$ cat src/shared/plsr_regs.vh
// Constants for the parallel-load shift register block.
// Assumes inclusion by bare name from the design files; definitions only.
//
// Functional notes
// - Load low copies all eight parallel inputs into the stages, clocks ignored.
// - While load is low every clock edge is ignored, no shift.
// - Last stage drives true output and its inverse; bit seven leaves first.
// - Each shift puts the serial input value into the first stage.
// - Load high: shift once per rising edge of either clock input.
// - Either clock input shifts on its rising edge while the other is low.
// - A clock input held high as enable freezes all stages.
// - Parallel bit n lands in stage n; stage seven holds bit seven after load.
// - Stages zero to six stay internal, each shift moves values one higher.

`ifndef PLSR_REGS_VH
`define PLSR_REGS_VH

// ----------------------------------------------------------------------
// Shift register geometry
// ----------------------------------------------------------------------
`define PLSR_WIDTH        8
`define PLSR_FIRST_STAGE  0
`define PLSR_BITS_W       4
`define PLSR_BITS_ZERO    4'h0
`define PLSR_BITS_ONE     4'h1

// ----------------------------------------------------------------------
// Reset values
// ----------------------------------------------------------------------
`define PLSR_STAGES_RST   8'h00
`define PLSR_PIN_PREV_RST 1'b1
`define PLSR_OUT_TRUE_RST 1'b0
`define PLSR_OUT_COMP_RST 1'b1
`define PLSR_FLAG_RST     1'b0

// ----------------------------------------------------------------------
// Capture buffer
// ----------------------------------------------------------------------
`define PLSR_FIFO_DEPTH   16
`define PLSR_FIFO_PTR_W   4

`endif

$ cat src/hw/plsr_fifo.v
// Word buffer with valid and ready on both sides.
// Assumes one clock and a synchronous active-low reset; read data registered.

module plsr_fifo #(
  parameter WIDTH = 8,
  parameter DEPTH = 16,
  parameter PTR_W = 4
) (
  input  wire             clk_i,
  input  wire             rst_n_i,
  input  wire             in_valid_i,
  input  wire [WIDTH-1:0] in_data_i,
  output wire             in_ready_o,
  output wire             out_valid_o,
  output wire [WIDTH-1:0] out_data_o,
  input  wire             out_ready_i
);

  // ----------------------------------------------------------------------
  // Storage and pointers
  // ----------------------------------------------------------------------
  reg [WIDTH-1:0] mem_reg [0:DEPTH-1];
  reg [PTR_W-1:0] wr_ptr_reg;
  reg [PTR_W-1:0] rd_ptr_reg;
  reg [PTR_W:0]   count_reg;
  reg             out_valid_reg;
  reg [WIDTH-1:0] out_data_reg;

  wire push;
  wire pop;

  // Room left and hand-off conditions
  assign in_ready_o  = (count_reg < DEPTH);
  assign push        = in_valid_i & in_ready_o;
  assign pop         = (count_reg != {(PTR_W+1){1'b0}}) &
                       (~out_valid_reg | out_ready_i);
  assign out_valid_o = out_valid_reg;
  assign out_data_o  = out_data_reg;

  // Pointer wrap at depth
  function [PTR_W-1:0] ptr_inc;
    input [PTR_W-1:0] p;
    begin
      if (p == DEPTH - 1) begin
        ptr_inc = {PTR_W{1'b0}};
      end else begin
        ptr_inc = p + 1'b1;
      end
    end
  endfunction

  // Write port
  always @(posedge clk_i) begin
    if (push) begin
      mem_reg[wr_ptr_reg] <= in_data_i;
    end
  end

  // Pointers, fill level and registered read data
  always @(posedge clk_i) begin
    if (!rst_n_i) begin
      wr_ptr_reg    <= {PTR_W{1'b0}};
      rd_ptr_reg    <= {PTR_W{1'b0}};
      count_reg     <= {(PTR_W+1){1'b0}};
      out_valid_reg <= 1'b0;
      out_data_reg  <= {WIDTH{1'b0}};
    end else begin
      if (push) begin
        wr_ptr_reg <= ptr_inc(wr_ptr_reg);
      end
      if (pop) begin
        rd_ptr_reg   <= ptr_inc(rd_ptr_reg);
        out_data_reg <= mem_reg[rd_ptr_reg];
      end
      if (push & ~pop) begin
        count_reg <= count_reg + 1'b1;
      end else if (pop & ~push) begin
        count_reg <= count_reg - 1'b1;
      end
      if (pop) begin
        out_valid_reg <= 1'b1;
      end else if (out_ready_i) begin
        out_valid_reg <= 1'b0;
      end
    end
  end

endmodule

$ cat src/hw/plsr_top.v
// Parallel-load, serial-out eight-stage shift register with dual clocks.
// Assumes all pins synchronous to clk_i; the clock pins are sampled as
// levels and their rising edges detected. Bits shifted out after a load are gathered
// into words and handed out through a small buffer.

`include "plsr_regs.vh"

module plsr_top #(
  parameter WIDTH = `PLSR_WIDTH,
  parameter DEPTH = `PLSR_FIFO_DEPTH,
  parameter PTR_W = `PLSR_FIFO_PTR_W
) (
  input  wire             clk_i,
  input  wire             rst_n_i,
  input  wire             load_n_i,
  input  wire [WIDTH-1:0] parallel_inputs_i,
  input  wire             serial_in_i,
  input  wire             shift_clock_a_i,
  input  wire             shift_clock_b_i,
  output wire             serial_out_true_o,
  output wire             serial_out_comp_o,
  output wire             shift_pulse_o,
  output wire             loading_o,
  output wire [WIDTH-1:0] word_o,
  output wire             word_valid_o,
  input  wire             word_ready_i,
  output wire             capture_ready_o,
  output wire             overflow_o
);

  // ----------------------------------------------------------------------
  // Declarations
  // ----------------------------------------------------------------------
  // Shift path and pin history
  reg  [WIDTH-1:0]          stages_reg;
  reg  [WIDTH-1:0]          stages_next;
  reg                       clk_a_prev_reg;
  reg                       clk_b_prev_reg;
  reg                       out_true_reg;
  reg                       out_comp_reg;
  reg                       shift_pulse_reg;
  reg                       loading_reg;

  // Word capture and buffer status
  reg  [WIDTH-1:0]          gather_reg;
  reg  [WIDTH-1:0]          gather_next;
  reg  [`PLSR_BITS_W-1:0]   bits_reg;
  reg  [`PLSR_BITS_W-1:0]   bits_next;
  reg                       push_valid_reg;
  reg                       push_valid_next;
  reg  [WIDTH-1:0]          push_data_reg;
  reg  [WIDTH-1:0]          push_data_next;
  reg                       cap_ready_reg;
  reg                       overflow_reg;
  reg                       overflow_next;
  reg  [1:0]                state_reg;
  reg  [1:0]                state_next;

  wire                      rise_a;
  wire                      rise_b;
  wire                      do_shift;
  wire                      do_load;
  wire                      fifo_in_ready;
  wire                      last_bit;

  // ----------------------------------------------------------------------
  // Operating states
  // ----------------------------------------------------------------------
  localparam [1:0] ST_IDLE  = 2'b00;
  localparam [1:0] ST_LOAD  = 2'b01;
  localparam [1:0] ST_SHIFT = 2'b10;

  // ----------------------------------------------------------------------
  // Edge detection
  // ----------------------------------------------------------------------

  // Rising edge on one clock pin while the other pin was low
  function edge_gated;
    input cur;
    input prev;
    input other_prev;
    begin
      edge_gated = cur & ~prev & ~other_prev;
    end
  endfunction

  // Move a word one place up, new bit into the low end
  function [WIDTH-1:0] shift_up;
    input [WIDTH-1:0] value;
    input             low_bit;
    begin
      shift_up = {value[WIDTH-2:0], low_bit};
    end
  endfunction

  // Each pin clocks on its own, the other acts as low-true enable
  assign rise_a = edge_gated(shift_clock_a_i, clk_a_prev_reg,
                             clk_b_prev_reg);
  assign rise_b = edge_gated(shift_clock_b_i, clk_b_prev_reg,
                             clk_a_prev_reg);

  // Load level wins over any edge; a high enable pin blocks the other
  assign do_load  = ~load_n_i;
  assign do_shift = load_n_i & (rise_a | rise_b);

  // Word boundary: eighth shift since the last load or word
  assign last_bit = (bits_reg == WIDTH - 1);

  // ----------------------------------------------------------------------
  // Pin history
  // ----------------------------------------------------------------------

  // Previous pin levels; start high so release never fakes an edge
  always @(posedge clk_i) begin
    if (!rst_n_i) begin
      clk_a_prev_reg <= `PLSR_PIN_PREV_RST;
      clk_b_prev_reg <= `PLSR_PIN_PREV_RST;
    end else begin
      clk_a_prev_reg <= shift_clock_a_i;
      clk_b_prev_reg <= shift_clock_b_i;
    end
  end

  // ----------------------------------------------------------------------
  // Stage update
  // ----------------------------------------------------------------------

  // Load copies pins bit for bit, shift moves toward the last stage
  always @* begin
    stages_next = stages_reg;
    if (do_load) begin
      stages_next = parallel_inputs_i;
    end else if (do_shift) begin
      stages_next = shift_up(stages_reg, serial_in_i);
    end
  end

  // Stage flops, fully internal
  always @(posedge clk_i) begin
    if (!rst_n_i) begin
      stages_reg <= `PLSR_STAGES_RST;
    end else begin
      stages_reg <= stages_next;
    end
  end

  // ----------------------------------------------------------------------
  // Serial outputs
  // ----------------------------------------------------------------------

  // Last stage and its inverse, updated in step with the stages
  always @(posedge clk_i) begin
    if (!rst_n_i) begin
      out_true_reg <= `PLSR_OUT_TRUE_RST;
      out_comp_reg <= `PLSR_OUT_COMP_RST;
    end else begin
      out_true_reg <= stages_next[WIDTH-1];
      out_comp_reg <= ~stages_next[WIDTH-1];
    end
  end

  // ----------------------------------------------------------------------
  // Status flags
  // ----------------------------------------------------------------------

  // One-cycle echo of each shift or load taken at the last edge
  always @(posedge clk_i) begin
    if (!rst_n_i) begin
      shift_pulse_reg <= `PLSR_FLAG_RST;
      loading_reg     <= `PLSR_FLAG_RST;
    end else begin
      shift_pulse_reg <= do_shift;
      loading_reg     <= do_load;
    end
  end

  // ----------------------------------------------------------------------
  // Sequence state
  // ----------------------------------------------------------------------

  // Tracks whether the register holds a fresh load or is shifting
  always @* begin
    state_next = state_reg;
    case (state_reg)
      ST_IDLE: begin
        if (do_load) begin
          state_next = ST_LOAD;
        end
      end
      ST_LOAD: begin
        if (do_shift) begin
          state_next = ST_SHIFT;
        end
      end
      ST_SHIFT: begin
        if (do_load) begin
          state_next = ST_LOAD;
        end
      end
      default: begin
        state_next = ST_IDLE;
      end
    endcase
  end

  // State flop; restarts idle so shifts before a load are not gathered
  always @(posedge clk_i) begin
    if (!rst_n_i) begin
      state_reg <= ST_IDLE;
    end else begin
      state_reg <= state_next;
    end
  end

  // ----------------------------------------------------------------------
  // Word capture
  // ----------------------------------------------------------------------

  // Gather bits leaving the last stage, most significant first
  always @* begin
    gather_next     = gather_reg;
    bits_next       = bits_reg;
    push_valid_next = 1'b0;
    push_data_next  = push_data_reg;
    if (do_load) begin
      bits_next   = `PLSR_BITS_ZERO;
      gather_next = {WIDTH{1'b0}};
    end else if (do_shift && state_reg != ST_IDLE) begin
      gather_next = shift_up(gather_reg, stages_reg[WIDTH-1]);
      if (last_bit) begin
        bits_next       = `PLSR_BITS_ZERO;
        push_valid_next = 1'b1;
        push_data_next  = shift_up(gather_reg, stages_reg[WIDTH-1]);
      end else begin
        bits_next = bits_reg + `PLSR_BITS_ONE;
      end
    end
  end

  // Capture flops
  always @(posedge clk_i) begin
    if (!rst_n_i) begin
      gather_reg     <= {WIDTH{1'b0}};
      bits_reg       <= `PLSR_BITS_ZERO;
      push_valid_reg <= `PLSR_FLAG_RST;
      push_data_reg  <= {WIDTH{1'b0}};
    end else begin
      gather_reg     <= gather_next;
      bits_reg       <= bits_next;
      push_valid_reg <= push_valid_next;
      push_data_reg  <= push_data_next;
    end
  end

  // ----------------------------------------------------------------------
  // Overflow and room
  // ----------------------------------------------------------------------

  // Word offered while buffer full is lost; flag sticks until reset
  always @* begin
    overflow_next = overflow_reg;
    if (push_valid_reg && !fifo_in_ready) begin
      overflow_next = 1'b1;
    end
  end

  // Sticky flag and the room seen at the last edge
  always @(posedge clk_i) begin
    if (!rst_n_i) begin
      overflow_reg  <= `PLSR_FLAG_RST;
      cap_ready_reg <= `PLSR_FLAG_RST;
    end else begin
      overflow_reg  <= overflow_next;
      cap_ready_reg <= fifo_in_ready;
    end
  end

  // ----------------------------------------------------------------------
  // Word buffer
  // ----------------------------------------------------------------------

  // Captured words wait here until the reader takes them
  plsr_fifo #(
    .WIDTH (WIDTH),
    .DEPTH (DEPTH),
    .PTR_W (PTR_W)
  ) u_fifo (
    .clk_i       (clk_i),
    .rst_n_i     (rst_n_i),
    .in_valid_i  (push_valid_reg),
    .in_data_i   (push_data_reg),
    .in_ready_o  (fifo_in_ready),
    .out_valid_o (word_valid_o),
    .out_data_o  (word_o),
    .out_ready_i (word_ready_i)
  );

  // ----------------------------------------------------------------------
  // Output wiring
  // ----------------------------------------------------------------------

  // Every output taken straight from a flop: serial pair first
  assign serial_out_true_o = out_true_reg;
  assign serial_out_comp_o = out_comp_reg;

  // Status flags
  assign shift_pulse_o     = shift_pulse_reg;
  assign loading_o         = loading_reg;
  assign capture_ready_o   = cap_ready_reg;
  assign overflow_o        = overflow_reg;

endmodule

$ cat config.mk
export PLATFORM = sky130hd
export DESIGN_NAME = plsr_top
export DESIGN_NICKNAME = d
export VERILOG_FILES = /design/src/hw/plsr_fifo.v /design/src/hw/plsr_top.v
export VERILOG_INCLUDE_DIRS = /design/src /design/src/shared
export SDC_FILE = /design/constraint.sdc
export NUM_CORES = 1
export LEC_CHECK = 0
export ABC_CLOCK_PERIOD_IN_PS = 3500
export BUFFER_PORTS_ARGS = -buffer_cell sky130_fd_sc_hd__buf_2
export CAP_MARGIN = 20
export CORE_ASPECT_RATIO = 1.25
export CORE_MARGIN = 3
export CORE_UTILIZATION = 30
export DETAILED_ROUTE_END_ITERATION = 7
export HOLD_SLACK_MARGIN = 0.08
export PLACE_DENSITY_LB_ADDON = 0.1
export SLEW_MARGIN = 40
export SYNTH_ARGS = -nofsm -noshare
export SYNTH_HDL_FRONTEND = slang
export SYNTH_SLANG_ARGS = --single-unit
$ cat constraint.sdc
create_clock -name clk_i -period 3.5 [get_ports clk_i]
set_input_delay 0 -clock clk_i [delete_from_list [all_inputs] [get_ports clk_i]]
set_output_delay 0 -clock clk_i [all_outputs]
set_load 0.01 [all_outputs]
**Yosys cells after proc, flatten, opt, wreduce, memory -nomap -nowiden**

Memory sizes are Yosys's and may differ from the RTL's. A register that Yosys moved wholly into a read port is not among the register bits.
Cells that the tools add are included.

- Order comparisons: 1
- Div/mod/pow operators: 0
- Equality and inequality tests: 8
- Shifts and indexed selects: 0
- $add $sub $neg: 5
- Muxes and demuxes: 15
- Reduce and logical (&&, ||, !) cells: 14
- $mul: 0
- Bitwise gates (word level): 18

Operator list:

| kind | number |
|---|---|
| $mux W8 | 2 |
| $add A4 B1 Y4 const B | 3 |
| $mux W4 | 3 |
| $mux W5 | 2 |
| $and A1 B1 Y1 | 9 |
| $eq A4 B4 Y1 const B | 2 |
| $not A1 Y1 | 7 |
| $reduce_and A3 Y1 | 2 |
| $reduce_bool A2 Y1 | 3 |
| $add A5 B1 Y5 const B | 1 |
| $lt A5 B5 Y1 const B | 1 |
| $mux W1 | 5 |
| $reduce_bool A5 Y1 | 1 |
| $sub A5 B1 Y5 const B | 1 |
| $eq A4 B3 Y1 const B | 1 |
| $mux W2 | 2 |
| $ne A2 B2 Y1 const B | 2 |
| $pmux W2 S2 | 1 |
| $reduce_and A2 Y1 | 2 |
| $eq A2 B1 Y1 const B | 1 |
| $eq A2 B2 Y1 const B | 1 |
| $logic_and A1 B1 Y1 | 2 |
| $logic_not A1 Y1 | 2 |
| $logic_not A2 Y1 | 1 |
| 3 further kinds | 4 |

- Bits in writable memories: 128
- Output and inout bits: 15
- Register bits: 51
- Memories kept: 1
- Bits in latches: 0
- Memory bits (read-only): 0

Memory list:

| name | depth | width | read ports | clocked after Yosys merged registers in | write ports | RTL line | source |
|---|---|---|---|---|---|---|---|
| u_fifo.mem_reg | 16 | 8 | 1 | 1 | 1 | plsr_fifo.v:22 | `reg [WIDTH-1:0] mem_reg [0:DEPTH-1];` |

**Logic depth before layout (Yosys ltp)**

Gate-level depths: netlist (run 1).

- Depth after elaboration: 8
- Gate-level depth with buffers: 11

**Hierarchy**

Synthesis (run 1) repeated with hierarchy kept, for this count alone.

- Cell total of the unflattened synthesis: 528
- Area, all modules: 7427.1 µm²

Modules (own cells, without submodules):

| module | cells each | sequential area each (µm²) | times used | area an instance (µm²) |
|---|---|---|---|---|
| plsr_fifo | 372 | 4284.1 | 1 | 6010.8 |
| plsr_top | 156 | 740.7 | 1 | 1416.4 |

**Least setup slack after synthesis (run 1)**

Ideal clock, no wire load.

- Path kind: register -> register
- From: register u_fifo.count_reg[0]
- To: register u_fifo.count_reg[4]
- Clock period less this slack: 2758 ps
- Data required time: 3379 ps
- Data arrival time: 2638 ps
- Cell stages (with the launch flop): 11
- Path buffers: 0
- Library setup time: 121 ps
- Setup slack: 742 ps
- Cells stage by stage: dfxtp_1 or4_4 o21a_4 clkinv_2 ha_1 inv_1 ha_1 a21o_1 a21oi_1 mux2i_1 mux2_2

- Cells in the longest elaborated chain, start to end: 5
- Elaborated cells between the ends (all ways): 13
- Those cells by class: add/sub (2); order compare (1); mux (2); bitwise (6); reduce/logical (2)

RTL lines:

| item | RTL line | source |
|---|---|---|
| start: declaration | plsr_fifo.v:25 | `reg [PTR_W:0] count_reg;` |
| start signal: assignment | plsr_fifo.v:64 | `count_reg <= {(PTR_W+1){1'b0}};` |
| start signal: assignment | plsr_fifo.v:76 | `count_reg <= count_reg + 1'b1;` |
| start signal: assignment | plsr_fifo.v:78 | `count_reg <= count_reg - 1'b1;` |
| $lt A5 B5 Y1 / $reduce_bool A5 Y1 (equally long branches) | plsr_fifo.v:33, plsr_fifo.v:35 |  |
| $and A1 B1 Y1, on equally long branches | plsr_fifo.v:34, plsr_fifo.v:35 |  |
| $not A1 Y1, on equally long branches | plsr_fifo.v:77, plsr_fifo.v:75 |  |
| $and A1 B1 Y1, on equally long branches | plsr_fifo.v:77, plsr_fifo.v:75 |  |
| $reduce_bool A2 Y1 (no source line) / $mux W5 (equally long branches) | - |  |

Several ways; a longest one is shown, not always the timed one. The select of a mux whose other input is x is not followed.
A chain may end at the register's enable or synchronous reset.

**Worst setup path after layout (run 1)**

Ends and elaborated chain as after synthesis.

==> results.sh, run 1 <==
export IMPL_fin_worst_skew_ps=11.03
export IMPL_setup_viol=0
export IMPL_start_util=0.3098
export IMPL_seq_area_frac_synth=0.6746
export IMPL_area_growth_pct=17.37
export IMPL_grt_pass1_vias=4216
export IMPL_grt_max_degree=48
export IMPL_hold_class="input port to flip-flop"
export IMPL_p_leak_nw=2.671
export IMPL_pwr_share_comb=0.016
export IMPL_netSwitchingFraction=0.1962
export IMPL_reg2reg_depth=10
export IMPL_max_slew_margin_rel=0.4688
export IMPL_syn_area_um2=7448
export IMPL_hold_viol=0
export IMPL_p_seq_frac=0.536
export IMPL_rsz0062_at_grt="no"
export IMPL_max_clock_path_buffers=2
export IMPL_p_sw_uw=859.0
export IMPL_clk_latency_ps=420
export IMPL_coreArea_um2=24040
export IMPL_tns_ps=0
export IMPL_startpoint="u_fifo.count_reg[0]"
export IMPL_pre_cts_ws_ps=428.9
export IMPL_synth_edf_count=128
export IMPL_pin_count=30
export IMPL_critPathMostFrequentCell="ha_1"
export IMPL_finish_utilization=0.3636
export IMPL_synth_cells=502
export IMPL_path_class="flip-flop to flip-flop"
export IMPL_clk_pin_slew_worst_paths_ps=70
export IMPL_viasPerCell=4.626
export IMPL_ys_warn_count=0
export IMPL_crit_arrival_ps=3360
export IMPL_globalplace_congestion=0.7326
export IMPL_reg2reg_from="u_fifo.count_reg[0]"
export IMPL_status="completed"
export IMPL_synth_fa_ha_area_frac=0.01949
export IMPL_die_width_um=146.9
export IMPL_muxShareOfSynthArea=0.1292
export IMPL_crit_chain="or4_4 > o21a_4 > clkinv_2 > ha_1 > inv_1 > ha_1 > a21o_1 > a21oi_1 > mux2i_1 > mux2_2"
export IMPL_fin_crit_sh=0.8712
export IMPL_synth_async_reset_ratio=0
export IMPL_antenna_cells=0
export IMPL_drv_cap=0
export IMPL_antenna_found_initial=0
export IMPL_reg2reg_to="u_fifo.count_reg[4]"
export IMPL_worst_slack_ps=450.8
export IMPL_yosys_area_share_simple=0.07626
export IMPL_power_frac_clock=0.448
export IMPL_grt_overflow=0
export IMPL_synth_nets=528
export IMPL_worst_pin_slew_ps=793.9
export IMPL_cp_end_kind="flip-flop"
export IMPL_cp_slowest_cell="or4_4"
export IMPL_synth_top_family_by_area="multiplexers"
export IMPL_clock_root_buffer="clkbuf_16"
export IMPL_hold_path_end="clk_b_prev_reg"
export IMPL_cts_resized_gates=0
export IMPL_drc=0
export IMPL_vias=4103
export IMPL_dr_first_iter_drc_count=247
export IMPL_p_per_area_nw_per_um2=500.8
export IMPL_cts_buffers=17
export IMPL_wl_per_cell_um=17.66
export IMPL_tritoncts="built"
export IMPL_path_buf_inv=2
export IMPL_ys_ff_latch=187
export IMPL_min_period_ps=3049
export IMPL_nets=575
export IMPL_yosys_area_share_xor_xnor=0.009407
export IMPL_dpl_hpwl_um=10190
export IMPL_htreeDepth=4
export IMPL_ir_worst_vdd_v=0.0003331
export IMPL_drive_above_1_share=0.1726
export IMPL_path_max_fanout=13
export IMPL_fp_dieArea_um2=26770
export IMPL_cp_top_family="compound AO/OA/AOI/OAI gates"
export IMPL_whs_path_depth=3
export IMPL_totalWireLength_um=15660
export IMPL_cpPeakStageDelay_ps=550
export IMPL_ys_types=47
export IMPL_rows=63
export IMPL_worstSetupStartpointType="flip-flop"
export IMPL_slew_violations=0
export IMPL_grt_pass1_wl_um=24760
export IMPL_grt_usage=0.1220
export IMPL_internal_power_mw=3.519
export IMPL_synth_flop_cell="edfxtp_1"
export IMPL_max_freq_ghz=0.3280
export IMPL_crit_required_ps=3810
export IMPL_synth_compound_area_frac=0.06199
export IMPL_largest_register_ffs=128
export IMPL_avgSynthCellArea_um2=14.84
export IMPL_rrSetupSlack_ps=450
export IMPL_hold_start="shift_clock_b_i"
export IMPL_die_h_um=182.2
export IMPL_firstDrtPassIters=4
export IMPL_cts_sinks=187
export IMPL_io_buffer_count=29
export IMPL_ant_nets=0
[power groups by stage]
stage | Sequential, mW | Clock, mW | Combinational, mW
floorplan | 2.40 | 0 | 0.0327
global placement | 2.40 | 0 | 0.0487
detailed placement | 2.40 | 0 | 0.0493
CTS | 2.35 | 2.02 | 0.0680
global route | 2.35 | 2.11 | 0.0802
finish | 2.35 | 1.96 | 0.0719
[routing by layer]
layer,vias to the layer above,wire [um],GRT usage,share of wire
li1,1979,-,-,-
met1,2042,7118,0.1599,0.45
met2,66,7738,0.2011,0.49
met3,16,531,0.02832,0.034
met4,0,274,0.03916,0.017
met5,-,0,0,0
[cells in the final DEF (no fill, tap or decap), types with 2 or more instances in the layout]
cell	synthesis	routed
clkbuf_16	0	20
xnor2_1	4	4
inv_6	0	3
buf_2	6	29
inv_1	6	6
nand2_1	25	25
inv_4	0	3
and2_1	9	9
a21oi_1	17	17
and3_1	2	2
dlygate4sd3_1	0	21
nand3_1	2	2
or3_1	2	2
nor2_1	30	24
nor3_1	14	14
edfxtp_1	128	128
nor2b_1	17	17
dfxtp_1	59	58
o22ai_1	16	16
buf_4	3	6
nor2_2	0	6
nand2b_1	6	6
xor2_1	4	4
o211a_1	7	7
mux4_2	16	16
o21ai_0	12	12
clkinv_2	1	3
ha_1	10	10
a22oi_1	8	8
mux2i_1	59	59
[worst reg2reg max path: stages (launching register included)]
cell	delay [ps]
dfxtp_1	350
or4_4	550
o21a_4	280
clkinv_2	160
ha_1	230
inv_1	110
ha_1	340
a21o_1	190
a21oi_1	170
mux2i_1	210
mux2_2	350
[cell usage after synthesis, drive strengths merged (14+ instances only)]
master / n / area share
a21oi: 17 / 0.011
edfxtp: 128 / 0.52
clkbuf: 17 / 0.015
dfxtp: 59 / 0.16
nor3: 14 / 0.0094
nand2: 25 / 0.013
nor2: 30 / 0.015
nor2b: 17 / 0.014
o22ai: 16 / 0.013
mux2i: 59 / 0.079
mux4: 16 / 0.048
[cell families after synthesis]
logic type / Yosys count
AO/OA/AOI/OAI: 70
XOR/XNOR: 8
adder cells (fa/ha/maj): 11
buffers and inverters: 37
flip-flops: 187
multiplexers: 76
AND/OR/NAND/NOR: 113
[metrics by stage]
| stage | total power, mW | hold slack, ps | cell area (um2) | std cells |
|---|---|---|---|---|
| finish | 4.378 | 309.1 | 8742 | 887 |
| global route | 4.538 | 303.5 | 8742 | 887 |
| CTS | 4.433 | 91.85 | 8700 | 885 |
| detailed placement | 2.445 | 203.2 | 7888 | 833 |
| global placement | 2.444 | 205.8 | 7878 | 833 |
| floorplan | 2.429 | 101.5 | 7448 | 502 |
[final cells by class]
| class | instances | area, um2 |
|---|---|---|
| Clock inverter | 10 | 93.84 |
| Timing Repair Buffer | 58 | 447.9 |
| Clock buffer | 22 | 518.0 |
| Inverter | 7 | 27.53 |
| Fill cell | 2302 | 15300 |
| Sequential cell | 187 | 5026 |
| Tap cell | 325 | 406.6 |
| Multi-Input combinational cell | 278 | 2222 |
[worst max path at each step]
| stage | slack, ps | endpoint | cells after the start |
|---|---|---|---|
| finish | 450 | u_fifo.count_reg[4] | 10 |
| global route | 290 | u_fifo.count_reg[4] | 10 |
| CTS | 420 | u_fifo.count_reg[4] | 10 |
| detailed placement | 430 | u_fifo.count_reg[4] | 10 |
| global placement | 480 | u_fifo.count_reg[4] | 10 |
| floorplan | 740 | u_fifo.count_reg[4] | 10 |
[what timing repair did]
| item | CTS | global route |
|---|---|---|
| buffers inserted | 0 | 0 |
| hold buffers | 20 | 1 |
| hold endpoints to repair | 15 | 11 |
No activity file was read; power rests on OpenSTA's default activity.
==> inputs of run 2 (changes only) <==
CELL_PAD_IN_SITES_DETAIL_PLACEMENT = 1   (was not set)
CELL_PAD_IN_SITES_GLOBAL_PLACEMENT = 1   (was not set)
CORE_ASPECT_RATIO = not set   (was 1.25)
GPL_ROUTABILITY_DRIVEN = 0   (was not set)
==> run 2 against run 1 <==
Flip-flop and latch count unchanged. Critical endpoint unchanged. Combinational power is 1% higher. Critical path depth unchanged. Fmax decreased by 1.7%. Clock-buffer cell count is 5 lower. Largest power group unchanged.
==> results.sh, run 2 (synthesis gave the netlist of run 1 again) <==
export IMPL_antenna_cells=0
export IMPL_grt_usage=0.1360
export IMPL_hold_class="input port to flip-flop"
export IMPL_cp_slowest_cell="or4_4"
export IMPL_viasPerCell=4.746
export IMPL_dr_first_iter_drc_count=265
export IMPL_drv_cap=0
export IMPL_grt_pass1_vias=4494
export IMPL_drc=0
export IMPL_cts_resized_gates=0
export IMPL_setup_viol=0
export IMPL_max_freq_ghz=0.3223
export IMPL_fin_cells=889
export IMPL_worst_pin_slew_ps=797.4
export IMPL_pin_count=30
export IMPL_grt_max_degree=48
export IMPL_largest_register_ffs=128
export IMPL_hold_viol=0
export IMPL_path_class="flip-flop to flip-flop"
export IMPL_clk_latency_ps=430
export IMPL_finalPower_mw=4.295
export IMPL_clock_root_buffer="clkbuf_16"
export IMPL_nets=578
export IMPL_antenna_found_initial=0
export IMPL_coreArea_um2=24390
export IMPL_cts_setup_buffers=0
export IMPL_dp_cells=835
export IMPL_die_width_um=163.6
export IMPL_fin_hold_ws_ps=331.3
export IMPL_cts_buffers=17
export IMPL_fin_worst_skew_ps=9.720
export IMPL_max_clock_path_buffers=2
export IMPL_hold_buffers=21
export IMPL_cp_top_family="compound AO/OA/AOI/OAI gates"
export IMPL_wl_per_cell_um=19.40
export IMPL_totalWireLength_um=17240
export IMPL_cts_sinks=187
export IMPL_p_per_area_nw_per_um2=491.7
export IMPL_final_cell_mix="edfxtp_1, mux2i_1, dfxtp_1"
export IMPL_area_growth_pct=17.27
export IMPL_slew_violations=0
export IMPL_max_slew_margin_rel=0.4664
export IMPL_placed_cell_area_um2=7931
export IMPL_worst_slack_ps=397.2
export IMPL_rsz0062_at_grt="no"
export IMPL_status="completed"
export IMPL_ir_worst_vdd_v=0.0003041
export IMPL_vias=4219
export IMPL_grt_overflow=0
export IMPL_drive_above_1_share=0.1823
export IMPL_path_max_fanout=13
export IMPL_htreeDepth=4
export IMPL_min_period_ps=3103
export IMPL_io_buffer_count=29
export IMPL_start_util=0.3054
export IMPL_ant_nets=0
export IMPL_worstSetupStartpointType="flip-flop"
export IMPL_die_h_um=163.6
export IMPL_dpl_hpwl_um=10860
export IMPL_clk_pin_slew_worst_paths_ps=80
export IMPL_tns_ps=0
export IMPL_critPathMostFrequentCell="ha_1"
export IMPL_crit_arrival_ps=3430
export IMPL_firstDrtPassIters=4
export IMPL_rows=57
export IMPL_fp_dieArea_um2=26760
export IMPL_tritoncts="built"
export IMPL_pre_cts_ws_ps=393.9
export IMPL_layout_commonest_cell="edfxtp_1"
export IMPL_cpPeakStageDelay_ps=560
export IMPL_crit_required_ps=3820
export IMPL_grt_pass1_wl_um=26830
export IMPL_finish_utilization=0.3581
export IMPL_cp_end_kind="flip-flop"
export IMPL_fin_crit_sh=0.8865
export IMPL_final_area_um2=8735
export IMPL_crit_chain="or4_4 > o21a_4 > clkinv_2 > ha_1 > inv_1 > ha_1 > a21o_1 > a21oi_1 > mux2i_1 > mux2_2"
export IMPL_path_buf_inv=2
export IMPL_p_leak_nw=2.654
==> run 2: cell count changes in the layout (fill, tap and decap cells not counted), moves of 2 or more <==
cell,delta
buf_4,+3
clkbuf_16,-3
clkinv_2,-2
clkinv_8,+2
inv_4,-3
inv_6,+2
inv_8,+4
nor2_1,-4
nor2_2,+4
==> run 2: area by class of cell <==
class | count | area [um2]
inverter | 7 | 27.53
sequential | 187 | 5026
multi-input combinational | 278 | 2232
fill | 2544 | 15660
timing repair buffer | 61 | 467.9
tap | 324 | 405.4
clock buffer | 17 | 425.4
clock inverter | 15 | 150.1
==> run 2: routing by layer <==
metal / vias to the layer above / part of all wire / track usage
met4: 0 / 0.0091 / 0.03460
li1: 1977 / - / -
met2: 31 / 0.49 / 0.2217
met1: 2202 / 0.48 / 0.1845
met3: 9 / 0.023 / 0.03043
met5: - / 0 / 0
==> run 2: worst min-delay path, stage by stage <==
cell	delay, ps
dlygate4sd3_1	520
buf_2	110
nand2b_1	100
==> run 2: report_power, final <==
part / internal (mW) / leakage [nW] / total [mW] / switching [mW]
Sequential: 2.34 / 1.36 / 2.35 / 0.00644
Clock: 0.952 / 0.280 / 1.88 / 0.925
Combinational: 0.0409 / 1.01 / 0.0727 / 0.0318
==> run 2: worst paths after layout <==
| check | depth (start not counted) | endpoint | slack, ps | start |
|---|---|---|---|---|
| max reg2reg | 10 | u_fifo.count_reg[4] | 400 | u_fifo.count_reg[0] |
| min | 3 | clk_a_prev_reg | 330 | shift_clock_a_i |
| max | 10 | u_fifo.count_reg[4] | 400 | u_fifo.count_reg[0] |
| min reg2reg | 2 | gather_reg[6] | 500 | gather_reg[6] |
